File: src/hw/csr_pkg.sv
package csr_pkg;
    localparam int DATA_W = 16;
    localparam int BYTE_W = 8;
    localparam int REGS_PER_BANK = 8;
    localparam int BANKS_SMALL = 16;
    localparam int BANKS_LARGE = 32;
    localparam int RAM_BYTES_DEFAULT = 1024;
    localparam logic [15:0] BANK_BASE_DEFAULT = 16'h0100;
    localparam logic [15:0] IO_TOP_DEFAULT = 16'h007f;

    // Register port offsets
    localparam logic [3:0] ADDR_IP = 4'h0;
    localparam logic [3:0] ADDR_ACC = 4'h1;
    localparam logic [3:0] ADDR_TMP = 4'h2;
    localparam logic [3:0] ADDR_IDX = 4'h3;
    localparam logic [3:0] ADDR_EXP = 4'h4;
    localparam logic [3:0] ADDR_STK = 4'h5;
    localparam logic [3:0] ADDR_PSW = 4'h6;
    localparam logic [3:0] ADDR_BANK_ADDR = 4'h7;
    localparam logic [3:0] ADDR_ID = 4'h8;
    localparam logic [15:0] ID_VALUE = 16'h5a3c;

    // Condition code bit positions
    localparam int CC_H = 7;
    localparam int CC_I = 6;
    localparam int CC_IL_HI = 5;
    localparam int CC_IL_LO = 4;
    localparam int CC_N = 3;
    localparam int CC_Z = 2;
    localparam int CC_V = 1;
    localparam int CC_C = 0;
    localparam logic [7:0] CC_RESET = 8'h30;
    localparam logic [7:0] BANK_RESET = 8'h00;
    localparam logic [1:0] IL_NONE = 2'h3;

    typedef enum logic [3:0] {
        OP_NONE = 4'h0,
        OP_ADD8 = 4'h1,
        OP_SUB8 = 4'h2,
        OP_ADDC8 = 4'h3,
        OP_SUBC8 = 4'h4,
        OP_AND8 = 4'h5,
        OP_OR8 = 4'h6,
        OP_XOR8 = 4'h7,
        OP_SHL8 = 4'h8,
        OP_SHR8 = 4'h9,
        OP_ADD16 = 4'ha,
        OP_SUB16 = 4'hb,
        OP_MOV_A = 4'hc,
        OP_MOV_AT = 4'hd
    } csr_op_t;

    typedef enum logic [1:0] {
        ST_IDLE = 2'b00,
        ST_EXEC = 2'b01
    } csr_state_t;

    typedef struct packed {
        csr_state_t state;
        logic [15:0] instr_pointer;
        logic [15:0] acc;
        logic [15:0] tmp_acc;
        logic [15:0] index_register;
        logic [15:0] extra_pointer;
        logic [15:0] stack_pointer;
        logic [7:0] register_bank_pointer;
        logic [7:0] condition_code_byte;
        logic [15:0] rd_data;
        logic int_accept;
    } csr_state_s_t;

    typedef struct packed {
        logic [3:0] addr;
        logic [15:0] wdata;
        logic wr;
        logic rd;
    } csr_bus_t;

    typedef struct packed {
        logic valid;
        csr_op_t op;
    } csr_alu_req_t;
endpackage : csr_pkg

File: src/hw/csr_core.sv
`timescale 1ns/10ps
module csr_core #(
    parameter int RAM_BYTES = csr_pkg::RAM_BYTES_DEFAULT,
    parameter logic [15:0] BANK_BASE = csr_pkg::BANK_BASE_DEFAULT
) (
    input wire logic i_clock,
    input wire logic i_sys_rst,
    input wire logic i_clk_en,
    input wire csr_pkg::csr_bus_t i_bus,
    output logic [15:0] o_rdata,
    input wire csr_pkg::csr_alu_req_t i_alu,
    input wire logic i_ip_load,
    input wire logic [15:0] i_ip_value,
    input wire logic i_ip_step,
    input wire logic [2:0] i_gpr_sel,
    input wire logic i_int_req,
    input wire logic [1:0] i_int_level,
    output logic o_int_accept,
    output logic [15:0] o_gpr_addr,
    output logic o_gpr_addr_valid,
    output logic [15:0] o_status_word
);
    import csr_pkg::*;

    localparam int BANK_COUNT = (RAM_BYTES <= 256) ? BANKS_SMALL : BANKS_LARGE;

    csr_state_s_t st_reg;
    csr_state_s_t st_next;

    logic [8:0] sum8;
    logic [4:0] nib;
    logic [16:0] sum16;
    logic [7:0] a8;
    logic [7:0] t8;
    logic [7:0] r8;
    logic cin;
    logic [15:0] bank_addr;
    logic bank_ok;
    logic [15:0] rd_val;

    // Bank base is bank times eight above the RAM offset
    assign bank_addr = BANK_BASE + {8'h00, st_reg.register_bank_pointer[4:0], 3'h0}
        + {13'h0000, i_gpr_sel};
    // Banks beyond the RAM size are flagged; the address still wraps on pointer bits 4:0
    assign bank_ok = ({24'h000000, st_reg.register_bank_pointer} < BANK_COUNT);

    always_comb begin
        rd_val = 16'h0000;
        if (i_bus.addr == ADDR_IP) begin
            rd_val = st_reg.instr_pointer;
        end else if (i_bus.addr == ADDR_ACC) begin
            rd_val = st_reg.acc;
        end else if (i_bus.addr == ADDR_TMP) begin
            rd_val = st_reg.tmp_acc;
        end else if (i_bus.addr == ADDR_IDX) begin
            rd_val = st_reg.index_register;
        end else if (i_bus.addr == ADDR_EXP) begin
            rd_val = st_reg.extra_pointer;
        end else if (i_bus.addr == ADDR_STK) begin
            rd_val = st_reg.stack_pointer;
        end else if (i_bus.addr == ADDR_PSW) begin
            rd_val = {st_reg.register_bank_pointer, st_reg.condition_code_byte};
        end else if (i_bus.addr == ADDR_BANK_ADDR) begin
            rd_val = bank_addr;
        end else if (i_bus.addr == ADDR_ID) begin
            rd_val = ID_VALUE;
        end
    end

    always_comb begin
        st_next = st_reg;
        a8 = st_reg.acc[7:0];
        t8 = st_reg.tmp_acc[7:0];
        cin = st_reg.condition_code_byte[CC_C];
        sum8 = 9'h000;
        nib = 5'h00;
        sum16 = 17'h00000;
        r8 = 8'h00;
        st_next.int_accept = 1'b0;
        if (i_bus.rd) begin
            st_next.rd_data = rd_val;
        end
        if (i_ip_load) begin
            st_next.instr_pointer = i_ip_value;
        end else if (i_ip_step) begin
            st_next.instr_pointer = st_reg.instr_pointer + 16'h0001;
        end
        // Accept only strictly more urgent requests; lower code is more urgent
        if (i_int_req && st_reg.condition_code_byte[CC_I]
            && st_reg.condition_code_byte[CC_IL_HI:CC_IL_LO] != IL_NONE
            && i_int_level < st_reg.condition_code_byte[CC_IL_HI:CC_IL_LO]) begin
            st_next.int_accept = 1'b1;
        end
        case (st_reg.state)
            ST_IDLE: begin
                if (i_alu.valid) begin
                    st_next.state = ST_EXEC;
                end
            end
            ST_EXEC: begin
                st_next.state = ST_IDLE;
            end
            default: begin
                st_next.state = ST_IDLE;
            end
        endcase
        if (i_alu.valid) begin
            case (i_alu.op)
                OP_ADD8, OP_ADDC8: begin
                    sum8 = {1'b0, a8} + {1'b0, t8} + {8'h00, (i_alu.op == OP_ADDC8) & cin};
                    nib = {1'b0, a8[3:0]} + {1'b0, t8[3:0]} + {4'h0, (i_alu.op == OP_ADDC8) & cin};
                    r8 = sum8[7:0];
                    st_next.acc = {st_reg.acc[15:8], r8};
                    st_next.condition_code_byte[CC_H] = nib[4];
                    st_next.condition_code_byte[CC_C] = sum8[8];
                    st_next.condition_code_byte[CC_V] = (a8[7] == t8[7]) && (r8[7] != a8[7]);
                    st_next.condition_code_byte[CC_N] = r8[7];
                    st_next.condition_code_byte[CC_Z] = (r8 == 8'h00);
                end
                OP_SUB8, OP_SUBC8: begin
                    sum8 = {1'b0, a8} - {1'b0, t8} - {8'h00, (i_alu.op == OP_SUBC8) & cin};
                    nib = {1'b0, a8[3:0]} - {1'b0, t8[3:0]} - {4'h0, (i_alu.op == OP_SUBC8) & cin};
                    r8 = sum8[7:0];
                    st_next.acc = {st_reg.acc[15:8], r8};
                    st_next.condition_code_byte[CC_H] = nib[4];
                    st_next.condition_code_byte[CC_C] = sum8[8];
                    st_next.condition_code_byte[CC_V] = (a8[7] != t8[7]) && (r8[7] != a8[7]);
                    st_next.condition_code_byte[CC_N] = r8[7];
                    st_next.condition_code_byte[CC_Z] = (r8 == 8'h00);
                end
                OP_AND8, OP_OR8, OP_XOR8: begin
                    r8 = (i_alu.op == OP_AND8) ? (a8 & t8) : ((i_alu.op == OP_OR8) ? (a8 | t8) : (a8 ^ t8));
                    st_next.acc = {st_reg.acc[15:8], r8};
                    st_next.condition_code_byte[CC_V] = 1'b0;
                    st_next.condition_code_byte[CC_N] = r8[7];
                    st_next.condition_code_byte[CC_Z] = (r8 == 8'h00);
                end
                OP_SHL8: begin
                    r8 = {a8[6:0], 1'b0};
                    st_next.acc = {st_reg.acc[15:8], r8};
                    st_next.condition_code_byte[CC_C] = a8[7];
                    st_next.condition_code_byte[CC_N] = r8[7];
                    st_next.condition_code_byte[CC_Z] = (r8 == 8'h00);
                end
                OP_SHR8: begin
                    r8 = {1'b0, a8[7:1]};
                    st_next.acc = {st_reg.acc[15:8], r8};
                    st_next.condition_code_byte[CC_C] = a8[0];
                    st_next.condition_code_byte[CC_N] = r8[7];
                    st_next.condition_code_byte[CC_Z] = (r8 == 8'h00);
                end
                OP_ADD16, OP_SUB16: begin
                    // Word forms report flags on the full 16-bit result
                    if (i_alu.op == OP_ADD16) begin
                        sum16 = {1'b0, st_reg.acc} + {1'b0, st_reg.tmp_acc};
                        st_next.condition_code_byte[CC_V] = (st_reg.acc[15] == st_reg.tmp_acc[15])
                            && (sum16[15] != st_reg.acc[15]);
                    end else begin
                        sum16 = {1'b0, st_reg.acc} - {1'b0, st_reg.tmp_acc};
                        st_next.condition_code_byte[CC_V] = (st_reg.acc[15] != st_reg.tmp_acc[15])
                            && (sum16[15] != st_reg.acc[15]);
                    end
                    st_next.acc = sum16[15:0];
                    st_next.condition_code_byte[CC_C] = sum16[16];
                    st_next.condition_code_byte[CC_N] = sum16[15];
                    st_next.condition_code_byte[CC_Z] = (sum16[15:0] == 16'h0000);
                end
                OP_MOV_AT: begin
                    st_next.tmp_acc = st_reg.acc;
                end
                default: begin
                    st_next.condition_code_byte = st_reg.condition_code_byte;
                end
            endcase
        end
        // Software writes land last so they win over a same-cycle operation
        if (i_bus.wr) begin
            if (i_bus.addr == ADDR_IP) begin
                st_next.instr_pointer = i_bus.wdata;
            end else if (i_bus.addr == ADDR_ACC) begin
                st_next.acc = i_bus.wdata;
            end else if (i_bus.addr == ADDR_TMP) begin
                st_next.tmp_acc = i_bus.wdata;
            end else if (i_bus.addr == ADDR_IDX) begin
                st_next.index_register = i_bus.wdata;
            end else if (i_bus.addr == ADDR_EXP) begin
                st_next.extra_pointer = i_bus.wdata;
            end else if (i_bus.addr == ADDR_STK) begin
                st_next.stack_pointer = i_bus.wdata;
            end else if (i_bus.addr == ADDR_PSW) begin
                st_next.register_bank_pointer = i_bus.wdata[15:8];
                st_next.condition_code_byte = i_bus.wdata[7:0];
            end
        end
    end

    always_ff @(posedge i_clock) begin
        if (i_sys_rst) begin
            st_reg <= '{state: ST_IDLE, instr_pointer: 16'h0000, acc: 16'h0000, tmp_acc: 16'h0000,
                index_register: 16'h0000, extra_pointer: 16'h0000, stack_pointer: 16'h0000,
                register_bank_pointer: BANK_RESET, condition_code_byte: CC_RESET,
                rd_data: 16'h0000, int_accept: 1'b0};
        end else if (i_clk_en) begin
            st_reg <= st_next;
        end
    end

    assign o_rdata = st_reg.rd_data;
    assign o_int_accept = st_reg.int_accept;
    assign o_gpr_addr = bank_addr;
    assign o_gpr_addr_valid = bank_ok;
    assign o_status_word = {st_reg.register_bank_pointer, st_reg.condition_code_byte};
endmodule : csr_core

File: config.mk
export PLATFORM = sky130hd
export DESIGN_NAME = csr_core
export DESIGN_NICKNAME = d
export VERILOG_FILES = /design/src/hw/csr_pkg.sv /design/src/hw/csr_core.sv
export SDC_FILE = /design/constraint.sdc
export NUM_CORES = 1
export LEC_CHECK = 0
export BUFFER_PORTS_ARGS = -buffer_cell sky130_fd_sc_hd__buf_4
export CAP_MARGIN = 20
export CORE_MARGIN = 1.5
export CORE_UTILIZATION = 58
export DETAILED_ROUTE_END_ITERATION = 6
export GPL_TIMING_DRIVEN = 0
export PLACE_DENSITY = 0.9
export SLEW_MARGIN = 20
export SYNTH_ARGS = -nofsm -noshare
export SYNTH_HDL_FRONTEND = slang
export SYNTH_SLANG_ARGS = --single-unit
export TNS_END_PERCENT = 20
File: constraint.sdc
create_clock -name i_clock -period 4.1 [get_ports i_clock]
set_input_delay 0.41 -clock i_clock [delete_from_list [all_inputs] [get_ports i_clock]]
set_output_delay 0.41 -clock i_clock [all_outputs]
set_load 0.01 [all_outputs]
==> metrics, run 1 <==
number of detailed-route iterations in the first pass=6; Die ar.=18090 um^2; Post-CTS Resized=0; number of global-route vias before repair=10070; required time of the critical path=4450 ps; Clock Path Buffers=2; Hold Crit Class=input pin to flop; All-Layer GR Usage=0.4405; Worst Setup SP=a8[1]; clock root buffer master=clkbuf_16; Gate power share=0.219; # clock sinks=129; Clock Skew=10.19 ps; flops & latches, synth=129; Worst Path Arrival=4310 ps; # Max-Cap Violations=0; first-pass GRT wire length=59.42 mm; Post-synth EDFFs=0; Slew @ Worst Pin=1036 ps; leak pwr=4.508 nW; final number of hold-violating endpoints=0; main combinational cell family by area after synthesis=compound AO/OA/AOI/OAI gates; synthesized instance count=1372; RSZ-0062 raised after global routing=false; VDD IR max=0.4668 mV; FF-to-FF Start=a8[1]; Remaining DRCs=0; die width=134.5 um; placer congestion estimate=1.024; clk_lat worst skew=430 ps; adder-cell share of the synthesized area=0.08186; period utilisation layout=0.9672; Iter 0 DRT Violations=1624; max reg flops=88; DIE HEIGHT=134.5 um; Worst Reg-to-Reg Cells=12; sequential share of power=0.365; nets=1605; Final Hold Slack=306.0 ps; class of the most critical setup path=flop to flop; H-tree depth=4; worst flop-to-flop path endpoint=o_status_word[2]; Mapped Area=10030 um^2; clock tree from TritonCTS=built; initial antenna violation count=1; xor-xnor portion of the synthesized cell area=0.03756; P&R area growth vs syn=15.79%; Slew HR=0.3039; fillers=1456; Crit. End Element=flop; row cnt=47; synthesized area per cell=7.308 um^2; Unique masters post-synth=73; leading cell type in the layout, fill and taps excluded=nand2_1; most common flop cell mapped by yosys=dfxtp_1; R2R setup slack=130 ps; Switch Pwr=1.237 mW; layout cells sized above 1=0.1451; Synth Area in Compound Gates=0.2614; total grt overflow=0; most frequent cells in the layout=190 x nand2_1, 154 x a21oi_1, 152 x nor2_1, 142 x buf_4, 129 x dfxtp_1; Post-DP Area=11020 um^2; Floorplan Core Area=16760 um^2; slowest stage cell, crit path=dfxtp_1; Synth Area in Simple Gates=0.2085; CTS Buf Count=17; worst-path cell chain=buf_2 -> inv_1 -> ha_1 -> or2_1 -> a221oi_2 -> a2111oi_2 -> o41ai_2 -> a21oi_1 -> o221ai_1 -> xor2_1 -> or3_1 -> o31ai_2; pwr/cell area=317.9 nW/um^2; Final min period=3966 ps; Via-to-Cell Ratio=6.673; Max Freq=252.2 MHz; CTS clock-pin slew for the worst setup and hold paths=70 ps; Sw Ratio=0.3352; final setup fails=0; largest net degree at the start of global routing=17; routed vias=11490; PortBufs=93; Routed WL per cell=23.61 um; DRT antenna net count=0; Startpoint Class=flop; antenna cell count=0; initial core utilization=0.5983; async set-reset flop share out of synthesis=0; post-synthesis sequential area ratio=0.2575; post-synthesis mux area share=0.05877; Final Cell Area=11610 um^2; Post-DP HPWL=31.02 mm; slowest stage delay, CP=590 ps; max-slew violation count=0; Ports=104; end point of the critical path=o_status_word[2]; Internal Power=2.454 mW; crit path max fanout=10; total of warnings raised by yosys=0; status=finished clean; Clk network pwr share=0.415; DRT Wirelength=40.65 mm
==> critical path: cells and delay by family, from the launching register on <==
family	cells	cell delay, ps
AOI/OAI and AO/OA	6	1710
adders and majority gates	1	330
buffers and inverters	2	460
xor gates and xnor gates	1	180
and+or+nand+nor	2	640
DFF	1	590
==> metrics by stage <==
stage	util	instances	setup TNS, ps	total power [mW]	setup slack [ps]
2_1_floorplan	-	1378	0	1.846	739.9
3_3_place_gp	0.6577	1691	-204.7	2.133	-204.7
3_5_place_dp	0.6577	1691	-215.5	2.139	-215.5
4_1_cts	0.6926	1723	0	3.636	216.0
5_1_grt	0.6927	1722	0	3.780	3.475
6_report	0.6927	1722	0	3.691	134.4
==> worst min path at each step <==
stage	from	endpoint	slack, ps	cells after the start
finish	i_bus[16]	st_reg[47]	310	3
global route	i_bus[9]	st_reg[40]	310	3
CTS	i_bus[9]	st_reg[72]	300	3
detailed placement	st_reg[43]	st_reg[43]	450	2
global placement	st_reg[53]	st_reg[53]	440	2
floorplan	st_reg[62]	st_reg[62]	430	2
==> power groups by stage <==
| stage | Clock [mW] | Combinational (mW) | Sequential [mW] |
|---|---|---|---|
| 2_1_floorplan | 0 | 0.502 | 1.34 |
| 3_3_place_gp | 0 | 0.765 | 1.37 |
| 3_5_place_dp | 0 | 0.769 | 1.37 |
| 4_1_cts | 1.52 | 0.778 | 1.34 |
| 5_1_grt | 1.58 | 0.856 | 1.35 |
| 6_report | 1.53 | 0.810 | 1.35 |
==> cells by family (layout without fill, tap and decap cells) <==
family	after synthesis	after routing
compound gates	412	412
flops	129	129
buf+inv	197	321
simple gates	474	474
xor+xnor	43	43
fa+ha+maj	62	62
mux	53	53
other cells	2	8
==> routing by layer <==
layer  vias to the layer above  wire length, um  track usage
li1                       5030                -            -
met4                         2             1568       0.1511
met2                       914            16170       0.6208
met3                       160             6080       0.1366
met1                      5385            16820       0.6326
met5                         -               13            0
==> cell type report <==
class | count | area, um^2 | area share
inverter | 59 | 221.5 | 0.01908
sequential | 129 | 2582 | 0.2224
tap | 220 | 275.3 | 0.02371
clock buffer | 17 | 425.4 | 0.03664
buffer | 137 | 713.2 | 0.06143
clock inverter | 15 | 160.2 | 0.01379
timing repair buffer | 93 | 698.2 | 0.06014
multi-input combinational | 1052 | 6534 | 0.5628
==> timing repair <==
action                                 in CTS  in global routing
hold buffers                                0                  0
endpoints found under the hold margin       0                  0
setup buffers                               0                  0
setup endpoints to repair                   0                  1
==> cell usage after synthesis (6+ instances only) <==
cell	number	area share
clkbuf_1	73	0.027
a211oi_1	40	0.030
o22ai_1	24	0.015
inv_1	57	0.021
a21oi_1	154	0.077
nand3_1	22	0.011
o221ai_1	11	0.0096
a22oi_1	11	0.0082
xnor2_1	25	0.022
nor2b_1	16	0.010
nand2_1	190	0.071
nand4_1	12	0.0075
buf_2	12	0.0060
o21ai_0	68	0.034
nor4_1	6	0.0037
xor2_1	18	0.016
buf_4	49	0.037
nor3_1	18	0.0090
mux2i_1	42	0.042
o211ai_1	20	0.015
mux2_2	7	0.0079
nand2b_1	19	0.012
a21o_1	7	0.0052
or3_1	11	0.0069
and3_1	6	0.0037
ha_1	56	0.070
nor2_1	152	0.057
a221oi_1	14	0.012
dfxtp_1	129	0.26
a31oi_1	10	0.0062
fa_1	6	0.012
(Power assumes the default switching activity.)
==> inputs of run 2 (changes only) <==
Settings changed: CORE_ASPECT_RATIO from default to 1.75, RECOVER_POWER from default to 50.
==> run 2 against run 1 <==
Cell count rose by 0.46%. Global-route usage rose by 2.9 points. Wire length rose by 2.3%. Design area fell by 0.37%. Register-to-register slack improved by 160 ps. Core utilization fell by 1.0 points. Die area rose by 0.17%. Sequential power barely moved. Largest power group unchanged.
==> metrics, run 2 (same netlist as run 1, synthesis figures left out) <==
status=finished clean (unchanged); total power=3.680 mW (was 3.691 mW); number of detailed-route iterations in the first pass=6 (unchanged); Switch Pwr=1.170 mW (was 1.237 mW); initial antenna violation count=0 (was 1); CTS Buf Count=17 (unchanged); Gate power share=0.218 (was 0.219); Via-to-Cell Ratio=6.520 (was 6.673); number of global-route vias before repair=11180 (was 10070); Remaining DRCs=0 (unchanged); Startpoint Class=input pin (was flop); sequential share of power=0.366 (was 0.365); Floorplan Core Area=16950 um^2 (was 16760 um^2); period utilisation layout=0.9340 (was 0.9672); max-slew violation count=0 (unchanged); final number of hold-violating endpoints=0 (unchanged); Die ar.=18120 um^2 (was 18090 um^2); Hold Startpoint=i_bus[10] (was i_bus[16]); total grt overflow=0 (unchanged); leak pwr=4.422 nW (was 4.508 nW); Final Cell Area=11570 um^2 (was 11610 um^2); fillers=1426 (was 1456); Post-DP Area=11030 um^2 (was 11020 um^2); Crit. End Element=flop (unchanged); antenna cell count=0 (unchanged); largest net degree at the start of global routing=17 (unchanged); DRT antenna net count=0 (unchanged); clock tree from TritonCTS=built (unchanged); post-route setup TNS=0 ps (unchanged); # Max-Cap Violations=0 (unchanged); Slew @ Worst Pin=1154 ps (was 1036 ps); RSZ-0062 raised after global routing=false (unchanged); Internal Power=2.510 mW (was 2.454 mW); Post-DP HPWL=32.25 mm (was 31.02 mm); initial core utilization=0.5917 (was 0.5983); worst flop-to-flop path endpoint=o_status_word[2] (unchanged); max reg flops=88 (unchanged); worst-path cell chain=buf_4 -> clkbuf_1 -> nor2_1 -> and2_1 -> clkbuf_1 -> nand3_1 -> fa_1 -> fa_1 -> nor2b_1 -> o21ai_0 -> nand2b_1 -> a21o_1 -> a21oi_1 -> xnor2_1 -> nor4b_1 -> o31ai_2 -> o31ai_2 (was buf_2 -> inv_1 -> ha_1 -> or2_1 -> a221oi_2 -> a2111oi_2 -> o41ai_2 -> a21oi_1 -> o221ai_1 -> xor2_1 -> or3_1 -> o31ai_2); H-tree depth=4 (unchanged); Ports=104 (unchanged); Sw Ratio=0.3180 (was 0.3352); row cnt=63 (was 47); Routed WL per cell=24.05 um (was 23.61 um); Clock Skew=5.620 ps (was 10.19 ps); nets=1606 (was 1605); DIE HEIGHT=176.9 um (was 134.5 um); final setup fails=0 (unchanged); layout cells sized above 1=0.1324 (was 0.1451); VDD IR max=0.6695 mV (was 0.4668 mV); routed vias=11280 (was 11490); Hold Crit Class=input pin to flop (unchanged); clock root buffer master=clkbuf_16 (unchanged); most frequent cells in the layout=190 x nand2_1, 154 x a21oi_1, 152 x nor2_1, 128 x dfxtp_1, 97 x buf_4 (was 190 x nand2_1, 154 x a21oi_1, 152 x nor2_1, 142 x buf_4, 129 x dfxtp_1); # clock sinks=129 (unchanged); All-Layer GR Usage=0.4699 (was 0.4405); DRT Wirelength=41.61 mm (was 40.65 mm); required time of the critical path=4410 ps (was 4450 ps); first-pass GRT wire length=62.51 mm (was 59.42 mm); Worst Reg-to-Reg Cells=13 (was 12); clk_lat worst skew=440 ps (was 430 ps); P&R area growth vs syn=15.36% (was 15.79%); CTS clock-pin slew for the worst setup and hold paths=60 ps (was 70 ps); Clock Path Buffers=2 (unchanged); FF-to-FF Start=a8[0] (was a8[1]); slowest stage cell, crit path=fa_1 (was dfxtp_1); pwr/cell area=318.1 nW/um^2 (was 317.9 nW/um^2); Final min period=3830 ps (was 3966 ps); Slew HR=0.2290 (was 0.3039); leading cell type in the layout, fill and taps excluded=nand2_1 (unchanged); Worst Path Arrival=4140 ps (was 4310 ps); post-CTS setup buffer count=0 (unchanged); placer congestion estimate=1.061 (was 1.024); Max Freq=261.1 MHz (was 252.2 MHz); crit path max fanout=10 (unchanged); PortBufs=93 (unchanged); Hold EP=st_reg[73] (was st_reg[47]); class of the most critical setup path=input pin to flop (was flop to flop); Clk network pwr share=0.416 (was 0.415); R2R setup slack=290 ps (was 130 ps); slowest stage delay, CP=460 ps (was 590 ps); Iter 0 DRT Violations=950 (was 1624); die width=102.4 um (was 134.5 um); worst hold path depth=3 (unchanged)
## run 2: cell types whose count changed in the layout (fill, tap and decap cells not counted), sizes merged
cell	previous run	this run
buf	158	112
clkbuf	89	138
inv	68	59
clkinvlp	2	4
bufinv	1	2
clkinv	3	7
## run 2: power groups by stage
stage	clock network (mW)	logic (mW)	registers (mW)
after floorplan	0	0.502	1.34
after global placement	0	0.759	1.37
final	1.53	0.801	1.35
after CTS	1.51	0.775	1.34
after detailed placement	0	0.767	1.37
after global routing	1.56	0.851	1.35
## run 2: layout make-up
class	count	area (um^2)	share of cell area
inverter	59	221.5	0.01915
multi-input combinational	1052	6545	0.5658
timing repair buffer	93	626.9	0.05419
clock inverter	13	136.4	0.01179
buffer	138	716.9	0.06198
sequential	129	2584	0.2234
clock buffer	19	452.9	0.03916
tap	227	284.0	0.02455
## run 2: critical path, delay by kind of cell
kind / cells / cell delay (ps)
AO/OA/AOI/OAI: 5 / 850
XOR/XNOR: 1 / 310
adder cells (fa/ha/maj): 2 / 900
buffers and inverters: 3 / 720
AND/OR/NAND/NOR: 6 / 950
## run 2: how the worst max path moves through the flow
stage | slack, ps | startpoint | endpoint | depth (start not counted)
5_1_grt | 160 | i_alu[3] | o_status_word[2] | 17
3_3_place_gp | -110 | i_alu[3] | o_status_word[2] | 17
4_1_cts | 240 | a8[1] | o_status_word[1] | 12
3_5_place_dp | -140 | i_alu[3] | o_status_word[2] | 17
6_report | 270 | i_alu[3] | o_status_word[2] | 17
2_1_floorplan | 740 | i_alu[0] | o_status_word[1] | 14
## run 2: through the flow
stage | setup WS (ps) | hold WS (ps) | util | cells
3_3_place_gp | -112.7 | 440.5 | 0.6509 | 1698
2_1_floorplan | 739.9 | 431.2 | - | 1378
4_1_cts | 243.2 | 286.2 | 0.6857 | 1730
6_report | 270.4 | 286.6 | 0.6825 | 1730
3_5_place_dp | -140.7 | 445.9 | 0.6509 | 1698
5_1_grt | 157.9 | 287.6 | 0.6825 | 1730
## run 2: what timing repair did
action | 4_1_cts | 5_1_grt
hold buffers | 0 | 0
endpoints found under the setup margin | 0 | 4
gates resized for setup | 0 | 3
## run 2: metal layers
| metal | routed length (um) | track usage |
|---|---|---|
| met5 | 0 | 0 |
| met4 | 5090 | 0.4834 |
| met3 | 3352 | 0.1212 |
| met2 | 19890 | 0.7735 |
| met1 | 13270 | 0.4496 |
